<file path="src/rtl/phase_ctrl_defs.vh">
// Register offsets, field positions and codes of the phase control block.
`ifndef PHASE_CTRL_DEFS_VH
`define PHASE_CTRL_DEFS_VH

// Register offsets.
`define A_PIN0_SEL      8'h12
`define A_PIN1_SEL      8'h13
`define A_PIN2_SEL      8'h14
`define A_PIN3_SEL      8'h15
`define A_PHASE_CTL     8'h1B
`define A_PHASE_SRC     8'h1C
`define A_MEAS_CTL      8'h1D
`define A_MEAS_A        8'h1E
`define A_MEAS_B        8'h1F

// Reset value shared by every register here.
`define REG_RST         8'h00

// Phase event control bit positions.
`define B_ABORT         7
`define B_FIRE          6
`define B_PRIME         5
`define B_FIRE_INV      1
`define B_MODE          0

// Measurement control bit positions.
`define B_MSTOP         7
`define B_MSTART        6

// Measurement input select bit positions.
`define B_EDGE_INV      7

// Status register index of the pin-state register (base 0x40 plus 1).
`define SREG_PIN_STATE  5'h01

// Prime source codes.
`define PS_ALWAYS       4'h0
`define PS_BIT          4'h1
`define PS_LOCK         4'h2

// Fire source codes.
`define FS_BIT          4'h0
`define FS_LOCK         4'h1

// Pin configuration codes for edge direction; status output is 01xx.
`define PC_RISE         4'h0
`define PC_FALL         4'h1
`define PC_STATUS       2'h1

// Phase state machine codes.
`define ST_WAIT         2'h0
`define ST_ARMED        2'h1
`define ST_ALIGN        2'h2
`define ST_APPLY        2'h3

`endif

</file>
<file path="src/rtl/phase_adjust_measure_ctrl.v">
// Phase event, pin status follow and A-to-B measurement control registers.
`timescale 1ns/1ps
`default_nettype none
`include "phase_ctrl_defs.vh"

module phase_adjust_measure_ctrl (
    input  wire         i_core_clk,
    input  wire         i_sys_rst,
    input  wire         i_reg_wr,
    input  wire         i_reg_rd,
    input  wire [7:0]   i_reg_addr,
    input  wire [7:0]   i_reg_wdata,
    output reg  [7:0]   o_reg_rdata,
    input  wire [255:0] i_status_bits,
    input  wire [255:0] i_status_impl,
    input  wire [15:0]  i_pin_config,
    input  wire [3:0]   i_pin_level,
    input  wire         i_apll_locked,
    input  wire [2:0]   i_input_clk,
    input  wire [2:0]   i_output_clk,
    output reg  [3:0]   o_pin_status,
    output wire         o_phase_armed,
    output wire         o_div_reset,
    output wire         o_offset_apply,
    output wire         o_phase_mode_adjust,
    output wire         o_meas_start,
    output wire         o_meas_stop,
    output reg          o_meas_running,
    output wire [2:0]   o_time_base_select,
    output wire         o_time_base_bad,
    output reg          o_meas_a,
    output reg          o_meas_b
);

    // Stored register fields.
    reg [7:0] pin_sel [0:3];
    reg       abort_cmd;
    reg       fire_bit;
    reg       prime_cmd;
    reg       fire_polarity_flip;
    reg       phase_mode;
    reg [3:0] prime_source_sel;
    reg [3:0] fire_source_sel;
    reg       mstop_cmd;
    reg       mstart_cmd;
    reg [2:0] time_base_select;
    reg       input_a_edge_flip;
    reg [4:0] input_a_select;
    reg       input_b_edge_flip;
    reg [4:0] input_b_select;

    // Phase state and edge history.
    reg [1:0] state;
    reg [1:0] next_state;
    reg [3:0] pin_prev;
    reg       lock_prev;
    reg       arm_hit;
    reg       fire_bit_hit;
    integer   k;
    // The status follow loop has its own index, so that each loop
    // variable is written by one process only.
    integer   j;

    // Per-register write strobes.
    wire wr_pc = i_reg_wr && (i_reg_addr == `A_PHASE_CTL);
    wire wr_ps = i_reg_wr && (i_reg_addr == `A_PHASE_SRC);
    wire wr_mc = i_reg_wr && (i_reg_addr == `A_MEAS_CTL);
    wire wr_ma = i_reg_wr && (i_reg_addr == `A_MEAS_A);
    wire wr_mb = i_reg_wr && (i_reg_addr == `A_MEAS_B);

    // Lock edges; for the trigger source the flip swaps which direction counts.
    wire lock_up = i_apll_locked && !lock_prev;
    wire lock_dn = !i_apll_locked && lock_prev;

    // Edge of pin n in the direction its config asks for, optionally
    // reversed by the trigger flip. Other configs never give an edge.
    function pin_edge;
        input [1:0]  n;
        input        inv;
        input [15:0] cfg;
        input [3:0]  now;
        input [3:0]  old;
        reg   [3:0]  c;
        reg          up;
        reg          dn;
        begin
            c  = cfg[n*4 +: 4];
            up = now[n] && !old[n];
            dn = !now[n] && old[n];
            if (c == `PC_RISE) begin
                pin_edge = inv ? dn : up;
            end else if (c == `PC_FALL) begin
                pin_edge = inv ? up : dn;
            end else begin
                pin_edge = 1'b0;
            end
        end
    endfunction

    // Measurement input source mux; unlisted codes give a quiet zero.
    function src_pick;
        input [4:0] sel;
        input [2:0] ic;
        input [3:0] pin;
        input [2:0] oc;
        begin
            case (sel)
                5'h00: src_pick = ic[0];
                5'h01: src_pick = ic[1];
                5'h02: src_pick = ic[2];
                5'h08: src_pick = pin[0];
                5'h09: src_pick = pin[1];
                5'h0A: src_pick = pin[2];
                5'h0B: src_pick = pin[3];
                5'h10: src_pick = oc[0];
                5'h11: src_pick = oc[1];
                5'h12: src_pick = oc[2];
                default: src_pick = 1'b0;
            endcase
        end
    endfunction

    // Register writes. Reserved bits are never stored, so they read zero.
    always @(posedge i_core_clk) begin
        if (i_sys_rst) begin
            for (k = 0; k < 4; k = k + 1) begin
                pin_sel[k] <= `REG_RST;
            end
            fire_polarity_flip <= 1'b0;
            phase_mode         <= 1'b0;
            prime_source_sel   <= 4'h0;
            fire_source_sel    <= 4'h0;
            time_base_select   <= 3'h0;
            input_a_edge_flip  <= 1'b0;
            input_a_select     <= 5'h00;
            input_b_edge_flip  <= 1'b0;
            input_b_select     <= 5'h00;
        end else begin
            for (k = 0; k < 4; k = k + 1) begin
                if (i_reg_wr && (i_reg_addr == `A_PIN0_SEL + k[7:0])) begin
                    pin_sel[k] <= i_reg_wdata;
                end
            end
            if (wr_pc) begin
                fire_polarity_flip <= i_reg_wdata[`B_FIRE_INV];
                phase_mode         <= i_reg_wdata[`B_MODE];
            end
            if (wr_ps) begin
                prime_source_sel <= i_reg_wdata[7:4];
                fire_source_sel  <= i_reg_wdata[3:0];
            end
            if (wr_mc) begin
                time_base_select <= i_reg_wdata[2:0];
            end
            if (wr_ma) begin
                input_a_edge_flip <= i_reg_wdata[`B_EDGE_INV];
                input_a_select    <= i_reg_wdata[4:0];
            end
            if (wr_mb) begin
                input_b_edge_flip <= i_reg_wdata[`B_EDGE_INV];
                input_b_select    <= i_reg_wdata[4:0];
            end
        end
    end

    // Command bits live for the single cycle after their write, which is
    // the cycle the logic acts on them, and then clear themselves.
    always @(posedge i_core_clk) begin
        if (i_sys_rst) begin
            abort_cmd  <= 1'b0;
            fire_bit   <= 1'b0;
            prime_cmd  <= 1'b0;
            mstop_cmd  <= 1'b0;
            mstart_cmd <= 1'b0;
        end else begin
            abort_cmd  <= wr_pc && i_reg_wdata[`B_ABORT];
            // A write of 0 clears the fire bit at once as well.
            fire_bit   <= wr_pc && i_reg_wdata[`B_FIRE];
            prime_cmd  <= wr_pc && i_reg_wdata[`B_PRIME];
            mstop_cmd  <= wr_mc && i_reg_wdata[`B_MSTOP];
            mstart_cmd <= wr_mc && i_reg_wdata[`B_MSTART];
        end
    end

    // Edge history for lock and pin transitions.
    always @(posedge i_core_clk) begin
        if (i_sys_rst) begin
            // Follow the inputs in reset too, so that a pin or a lock that
            // is already high at release is not taken as a rising edge.
            pin_prev  <= i_pin_level;
            lock_prev <= i_apll_locked;
        end else begin
            pin_prev  <= i_pin_level;
            lock_prev <= i_apll_locked;
        end
    end

    // Arming source select. Unused codes never arm.
    always @* begin
        arm_hit = 1'b0;
        case (prime_source_sel)
            `PS_ALWAYS: arm_hit = 1'b1;
            `PS_BIT:    arm_hit = prime_cmd;
            `PS_LOCK:   arm_hit = lock_up;
            4'h8, 4'h9, 4'hA, 4'hB: begin
                arm_hit = pin_edge(prime_source_sel[1:0], 1'b0,
                                   i_pin_config, i_pin_level, pin_prev);
            end
            default:    arm_hit = 1'b0;
        endcase
    end

    // Trigger source select; hardware sources honour the polarity flip.
    always @* begin
        fire_bit_hit = 1'b0;
        case (fire_source_sel)
            `FS_BIT:  fire_bit_hit = fire_bit;
            `FS_LOCK: fire_bit_hit = fire_polarity_flip ? lock_dn : lock_up;
            4'h8, 4'h9, 4'hA, 4'hB: begin
                fire_bit_hit = pin_edge(fire_source_sel[1:0], fire_polarity_flip,
                                    i_pin_config, i_pin_level, pin_prev);
            end
            default:  fire_bit_hit = 1'b0;
        endcase
    end

    // Phase state machine. Abort only takes back an armed, untriggered
    // event; an event already under way runs to its end.
    always @* begin
        next_state = state;
        case (state)
            `ST_WAIT: begin
                // An always-armed source rearms one cycle after an event
                // or an abort; a same-cycle abort keeps the machine here.
                if (!abort_cmd && arm_hit) begin
                    next_state = `ST_ARMED;
                end
            end
            `ST_ARMED: begin
                if (abort_cmd) begin
                    next_state = `ST_WAIT;
                end else if (fire_bit_hit) begin
                    // Alignment resets dividers first; adjustment does not.
                    next_state = phase_mode ? `ST_APPLY : `ST_ALIGN;
                end
            end
            `ST_ALIGN: next_state = `ST_APPLY;
            `ST_APPLY: next_state = `ST_WAIT;
            default:   next_state = `ST_WAIT;
        endcase
    end

    // State register; triggers outside the armed state fall through.
    always @(posedge i_core_clk) begin
        if (i_sys_rst) begin
            state <= `ST_WAIT;
        end else begin
            state <= next_state;
        end
    end

    // Phase event outputs decode the registered state; the mode output is the stored mode bit.
    assign o_phase_armed       = (state == `ST_ARMED);
    assign o_div_reset         = (state == `ST_ALIGN);
    assign o_offset_apply      = (state == `ST_APPLY);
    assign o_phase_mode_adjust = phase_mode;

    // Measurement control. Stop wins if both arrive together, so a
    // combined write leaves the measurement halted.
    assign o_meas_start       = mstart_cmd;
    assign o_meas_stop        = mstop_cmd;
    assign o_time_base_select = time_base_select;
    // Code 000 is stored as written and only flagged, so that software
    // can read back what it wrote; the time base logic must not use it.
    assign o_time_base_bad    = (time_base_select == 3'h0) ||
                                (time_base_select > 3'h3);

    always @(posedge i_core_clk) begin
        if (i_sys_rst) begin
            o_meas_running <= 1'b0;
        end else if (mstop_cmd) begin
            o_meas_running <= 1'b0;
        end else if (mstart_cmd) begin
            o_meas_running <= 1'b1;
        end
    end

    // Measurement inputs, inverted for falling-edge measurement.
    always @(posedge i_core_clk) begin
        if (i_sys_rst) begin
            o_meas_a <= 1'b0;
            o_meas_b <= 1'b0;
        end else begin
            o_meas_a <= src_pick(input_a_select, i_input_clk, i_pin_level,
                                 i_output_clk) ^ input_a_edge_flip;
            o_meas_b <= src_pick(input_b_select, i_input_clk, i_pin_level,
                                 i_output_clk) ^ input_b_edge_flip;
        end
    end

    // Status follow. The 8-bit index {register, bit} addresses the flat
    // status vector whose bit 0 is bit 0 of the register at 0x40.
    always @(posedge i_core_clk) begin
        if (i_sys_rst) begin
            o_pin_status <= 4'h0;
        end else begin
            // The pin-state bits are blocked by index: a pin that followed
            // its own level would form a loop through the pin driver.
            for (j = 0; j < 4; j = j + 1) begin
                o_pin_status[j] <=
                    (i_pin_config[j*4+2 +: 2] == `PC_STATUS) &&
                    (pin_sel[j][7:3] != `SREG_PIN_STATE) &&
                    i_status_impl[pin_sel[j]] &&
                    i_status_bits[pin_sel[j]];
            end
        end
    end

    // Read port. Data is registered on the read strobe; unmapped
    // addresses and reserved bits return zero.
    always @(posedge i_core_clk) begin
        if (i_sys_rst) begin
            o_reg_rdata <= 8'h00;
        end else if (i_reg_rd) begin
            case (i_reg_addr)
                `A_PIN0_SEL:  o_reg_rdata <= pin_sel[0];
                `A_PIN1_SEL:  o_reg_rdata <= pin_sel[1];
                `A_PIN2_SEL:  o_reg_rdata <= pin_sel[2];
                `A_PIN3_SEL:  o_reg_rdata <= pin_sel[3];
                `A_PHASE_CTL: o_reg_rdata <= {abort_cmd, fire_bit, prime_cmd,
                                              3'h0, fire_polarity_flip,
                                              phase_mode};
                `A_PHASE_SRC: o_reg_rdata <= {prime_source_sel,
                                              fire_source_sel};
                `A_MEAS_CTL:  o_reg_rdata <= {mstop_cmd, mstart_cmd, 3'h0,
                                              time_base_select};
                `A_MEAS_A:    o_reg_rdata <= {input_a_edge_flip, 2'h0,
                                              input_a_select};
                `A_MEAS_B:    o_reg_rdata <= {input_b_edge_flip, 2'h0,
                                              input_b_select};
                default:      o_reg_rdata <= 8'h00;
            endcase
        end
    end

endmodule // phase_adjust_measure_ctrl
`default_nettype wire

</file>
<file path="config.mk">
export PLATFORM = sky130hd
export DESIGN_NAME = phase_adjust_measure_ctrl
export DESIGN_NICKNAME = d
export VERILOG_FILES = /design/src/rtl/phase_adjust_measure_ctrl.v
export VERILOG_INCLUDE_DIRS = /design/src /design/src/rtl
export SDC_FILE = /design/constraint.sdc
export NUM_CORES = 1
export LEC_CHECK = 0
export BUFFER_PORTS_ARGS = -buffer_cell sky130_fd_sc_hd__buf_4
export CORE_MARGIN = 10
export CORE_UTILIZATION = 26
export CTS_CLUSTER_DIAMETER = 120
export DETAILED_ROUTE_END_ITERATION = 8
export PLACE_DENSITY = 0.46
export SETUP_SLACK_MARGIN = 0.3
export SYNTH_ARGS = -nofsm -noshare
export SYNTH_HDL_FRONTEND = slang
export SYNTH_SLANG_ARGS = --single-unit
</file>
<file path="constraint.sdc">
create_clock -name i_core_clk -period 3.8 [get_ports i_core_clk]
set_clock_uncertainty 0.15 [all_clocks]
set_input_delay 0.95 -clock i_core_clk [delete_from_list [all_inputs] [get_ports i_core_clk]]
set_output_delay 0.95 -clock i_core_clk [all_outputs]
set_load 0.01 [all_outputs]
</file>
### Word-level counts from Yosys, hierarchy flattened

Memories as Yosys holds them, arrays and structs flattened.
Cells that the tools add are included.

* register bits: 52
* RAM bits: 32
* input bits: 559
* output and inout bits: 25
* word-level logic and storage cells: 205
* memories kept: 1

* order comparisons: 7
* equality and inequality tests: 53
* shift operators: 2
* muxes and demuxes: 61
* bitwise operators: 6
* reductions and logical operators: 53

Memories
* pin_sel: words 4, width 8, read ports 4, clocked after Yosys merged registers in 0, write ports 4, line phase_adjust_measure_ctrl.v:36 `reg [7:0] pin_sel [0:3];`

Operator list (count)
* $eq A8 B5 Y1 const B: 9
* $pmux W8 S9: 1
* $bmux W1 S8: 8
* $eq A5 B4 Y1 const B: 8
* $lt A8 B9 Y1 const B: 4
* $mux W1: 36
* $logic_and A1 B1 Y1: 33
* $eq A4 B4 Y1 const B: 8
* $mux W8: 4
* $shiftx A16 B5 Y4: 2
* $eq A5 B5 Y1 const B: 6
* $ne A5 B1 Y1 const B: 4
* $pmux W1 S10: 2
* $eq A4 B1 Y1 const B: 4
* $logic_not A4 Y1: 4
* $eq A2 B1 Y1 const B: 5
* $eq A5 B1 Y1 const B: 2
* $eq A5 B2 Y1 const B: 2
* $logic_not A5 Y1: 2
* $bmux W1 S2: 4
* $pmux W2 S4: 1
* $reduce_or A4 Y1: 2
* $logic_not A1 Y1: 7
* $lt A2 B3 Y1 const B: 2
* other kinds (15): 22

### Logic depth before layout (Yosys ltp)

* word-level depth: 11
* mapped depth: 12
* gate-level depth less buffers: 7

### Least setup slack after synthesis

No wires, ideal clock.

* path kind: in2reg
* from: input port i_status_bits[182]
* to: register o_pin_status[1]
* library setup time: 60 ps
* data arrival time: 2679 ps
* required time: 3590 ps
* slack: 912 ps
* stages: 7
* path buffers: 0
* path through: nand2_1 mux4_2 a211o_1 mux4_2 o2111a_1 o21ai_1 o311a_1

* longest elaborated chain between the ends: 3

RTL lines
* start: declaration: line phase_adjust_measure_ctrl.v:14 `input wire [255:0] i_status_bits,`
* $bmux W1 S8: line phase_adjust_measure_ctrl.v:314 `i_status_bits[pin_sel[j]];`
* $mux W1 (not written as such): line phase_adjust_measure_ctrl.v:314
* $logic_and A1 B1 Y1: line phase_adjust_measure_ctrl.v:311 `` (i_pin_config[j*4+2 +: 2] == `PC_STATUS) && ``
* end signal: indexed assignment: line phase_adjust_measure_ctrl.v:310 `o_pin_status[j] <=`
* end: declaration: line phase_adjust_measure_ctrl.v:21 `output reg [3:0] o_pin_status,`

No other way between the ends. The select of a mux whose other input is x is not followed.
A chain may end at the register's enable or synchronous reset.

==> metrics <==
Area Growth Syn to Fin 39.6%; Initial Util a little over a quarter; Worst Hold Depth 2; worst vdd ir about 0.0003 V; Boundary Pins just under 600; Syn Inst Count 1526; Post-Syn Area per Cell around 9.1 sq um; Clock Root Buffer clkbuf_16; Worst R2R Start pin_sel[1][1]; Sw Ratio ~38%; Power Dens Cells between 200 and 250 nW/um^2; CTS tree yes; crit path kind flip-flop to flip-flop; first-pass GRT wire length roughly 120000 microns; post-synth top area cell mux4_2; clock sinks 84; vias in the first global route between 15000 and 20000; FFs w/ async S/R, synth 0%; Worst Setup End Kind flip-flop; RSZ-0062 raised after global routing false; CP Max Fanout 12; Max clock buf depth 2; WHS Endpoint o_meas_running; commonest non-fill, non-tap cell in the layout buf_4; hpwl dp between 70000 and 80000 microns; fin. max-slew vios 0; Avg WL per Cell around 32 microns; Nets approximately 2600; Synth Cell Area between 10000 and 15000 sq um; largest net degree at the start of global routing 60; MaxCap Viol Count 0; setup repair bufs after CTS 0; Top FF cell, synth dfxtp_1; Worst Path Arrival around 3.4 ns; Core ar. approximately 53000 sq um; Reg power frac a little over a quarter; most frequent cells in the layout buf_4 (631), nand2_1 (307), mux4_2 (229); PortBufs between 500 and 600; Combinational Power Share around half; yosys warns 0; die height 251 microns; Int Pwr approximately 2.4 mW; syn_nets approximately 2100; fin crit share between 80% and 90%; Critical Path Source Type flip-flop; clock share of power 23.9%; final count of negative-setup-slack endpoints 0; largest cells by area after synthesis mux4_2 (37%), nand2_1 (8.3%), dfxtp_1 (7.5%); fmax 302 MHz; GR Overflow Total 0; Final Hold Vio Count 0; Net Sw Power approximately 1.5 mW; Yosys top cell area share 37.2%; worst skew pair latency around 0.36 ns; outcome finished clean; Row Count 84; Pleak approximately 7.6 nW; post-synthesis sequential area ratio between 10% and 20%; Final min period ~3.3 ns; cts bufs inserted 9; number of synthesized register bits between 80 and 90; share of cells above drive strength 1 roughly 44%; initial antenna violation count 8; Hold Path Origin o_meas_running; die area between 60000 and 70000 sq um; Die X ~250 microns; via count ~17000; worst-margin pin slew just over 0.9 ns; DRC Markers 0; total negative slack 0 ns; Fin Hold WS about 0.35 ns; DR vias/cell roughly 6; hold-fix buffers at CTS 0; gpl congestion ~0.95; class of the worst hold path flip-flop to flip-flop; Critical Path RT 3.91 ns; initial drt markers about 1700; GRT Total Usage about a quarter; drt pass-1 iters 5; Fill cells roughly 5500; Worst-path clk slew 0.08 ns; Rel. slew slack 39.1%; number of gates resized after CTS 0; antenna violation net count after detailed routing 0; Synth cell types roughly 70; H-Tree Depth 3; Reg2Reg Setup Slack 0.49 ns; final WL 87500 microns; worst r2r dst o_pin_status[1]; Worst Reg2Reg Path Length in Cells 8; Post-synth EDFFs 32
-- cell families (layout without fill, tap and decap cells) --
| family | after synthesis | in the layout | synth area share, % |
|---|---|---|---|
| buffers and inverters | 151 | 676 | 4.82 |
| muxes | 309 | 309 | 43.1 |
| xor gates and xnor gates | 2 | 2 | 0.127 |
| other | 0 | 4 | 0 |
| AOI/OAI and AO/OA | 290 | 290 | 14.5 |
| and+or+nand+nor | 690 | 690 | 23.0 |
| DFF | 84 | 84 | 14.5 |
-- power groups by stage --
| stage | combinational, mW | sequential [mW] | clock [mW] |
|---|---|---|---|
| 2_1_floorplan | 0.966 | 0.993 | 0 |
| 3_3_place_gp | 1.88 | 1.03 | 0 |
| 3_5_place_dp | 1.89 | 1.03 | 0 |
| 4_1_cts | 1.90 | 1.01 | 0.933 |
| 5_1_grt | 2.03 | 1.02 | 0.969 |
| 6_report | 1.93 | 1.02 | 0.926 |
-- cell type report --
class                           instances  area, sq um  share of cell area (%)
Inverter                               21         81.3                   0.421
Sequential cell                        84         2000                    10.4
Tap cell                              688          861                    4.45
Timing Repair Buffer                  639         4900                    25.3
Multi-Input combinational cell       1291        11200                    57.8
Clock inverter                          6         48.8                   0.252
Antenna cell                            4         10.0                  0.0518
Clock buffer                           10          250                    1.29
-- Yosys cell counts (4+ instances only) --
cell,number
o311ai_0,4
nor2b_1,18
nor3b_1,4
nor2_1,97
a211oi_1,11
dfxtp_1,52
o2111ai_1,14
nand2b_1,22
a22oi_1,12
mux4_2,229
a211o_1,5
inv_2,6
edfxtp_1,32
nand3b_1,12
o21ai_0,48
nor4b_1,6
mux2i_1,69
and2_1,28
and3b_1,4
a21oi_1,47
o211ai_1,34
o22ai_1,37
a2111oi_0,7
nand3_1,105
a221oi_1,5
buf_2,37
o221ai_1,4
nand4_1,15
or2_2,4
or3_1,4
a311oi_1,7
o211a_1,8
nor3_1,34
o31ai_1,4
a31oi_1,10
buf_1,17
clkbuf_1,64
nand2_1,307
nor4_1,20
inv_1,14
mux2_2,11
buf_4,8
o311a_1,4
-- flip-flops by register name, indices dropped and copies added (netlist names), 3 cells and up, named ones only --
signal / cells
o_time_base_select: 3
o_reg_rdata: 8
input_a_select: 5
fire_source_sel: 4
o_pin_status: 4
input_b_select: 5
pin_prev: 4
prime_source_sel: 4
pin_sel: 32
-- worst max-delay path: stages (launching register included) --
cell and delay, ns:
edfxtp_1 0.82, buf_4 0.32, nand2b_1 0.49, o22ai_1 0.19
o41ai_1 0.41, nor3_1 0.15, nand4_1 0.18, nand3_1 0.14
o311a_1 0.34
-- metal layers --
metal  GRT usage [%]  part of all wire, %  vias to the layer above  routed length, microns
li1                -                    -                     7104                       -
met1            32.3                   38                     8363                   33200
met2            44.8                   49                     1089                   42800
met3            7.23                   10                      159                    8920
met4            7.31                  2.8                       10                    2460
met5               0                0.097                        -                      85
-- through the flow --
step	std cells	setup slack (ns)	power (mW)	util (%)	instance area [sq um]
2_1_floorplan	1526	0.912	1.96	-	13800
6_report	2743	0.486	3.88	36.7	19300
3_3_place_gp	2723	0.622	2.91	36.1	19000
3_5_place_dp	2723	0.637	2.93	36.1	19000
4_1_cts	2739	0.668	3.85	36.7	19300
5_1_grt	2741	0.515	4.01	36.7	19300
-- worst max-delay path by stage --
| stage | endpoint | from | depth (start not counted) | slack, ns |
|---|---|---|---|---|
| final | o_pin_status[1] | pin_sel[1][1] | 8 | 0.49 |
| after floorplan | o_pin_status[1] | i_status_bits[182] | 7 | 0.91 |
| after global placement | o_pin_status[1] | i_status_bits[183] | 8 | 0.62 |
| after CTS | o_pin_status[1] | pin_sel[1][1] | 8 | 0.67 |
| after detailed placement | o_pin_status[1] | i_status_bits[183] | 8 | 0.64 |
| after global routing | o_pin_status[1] | pin_sel[1][1] | 8 | 0.52 |
Note: power is estimated with default switching activity, not from simulation.
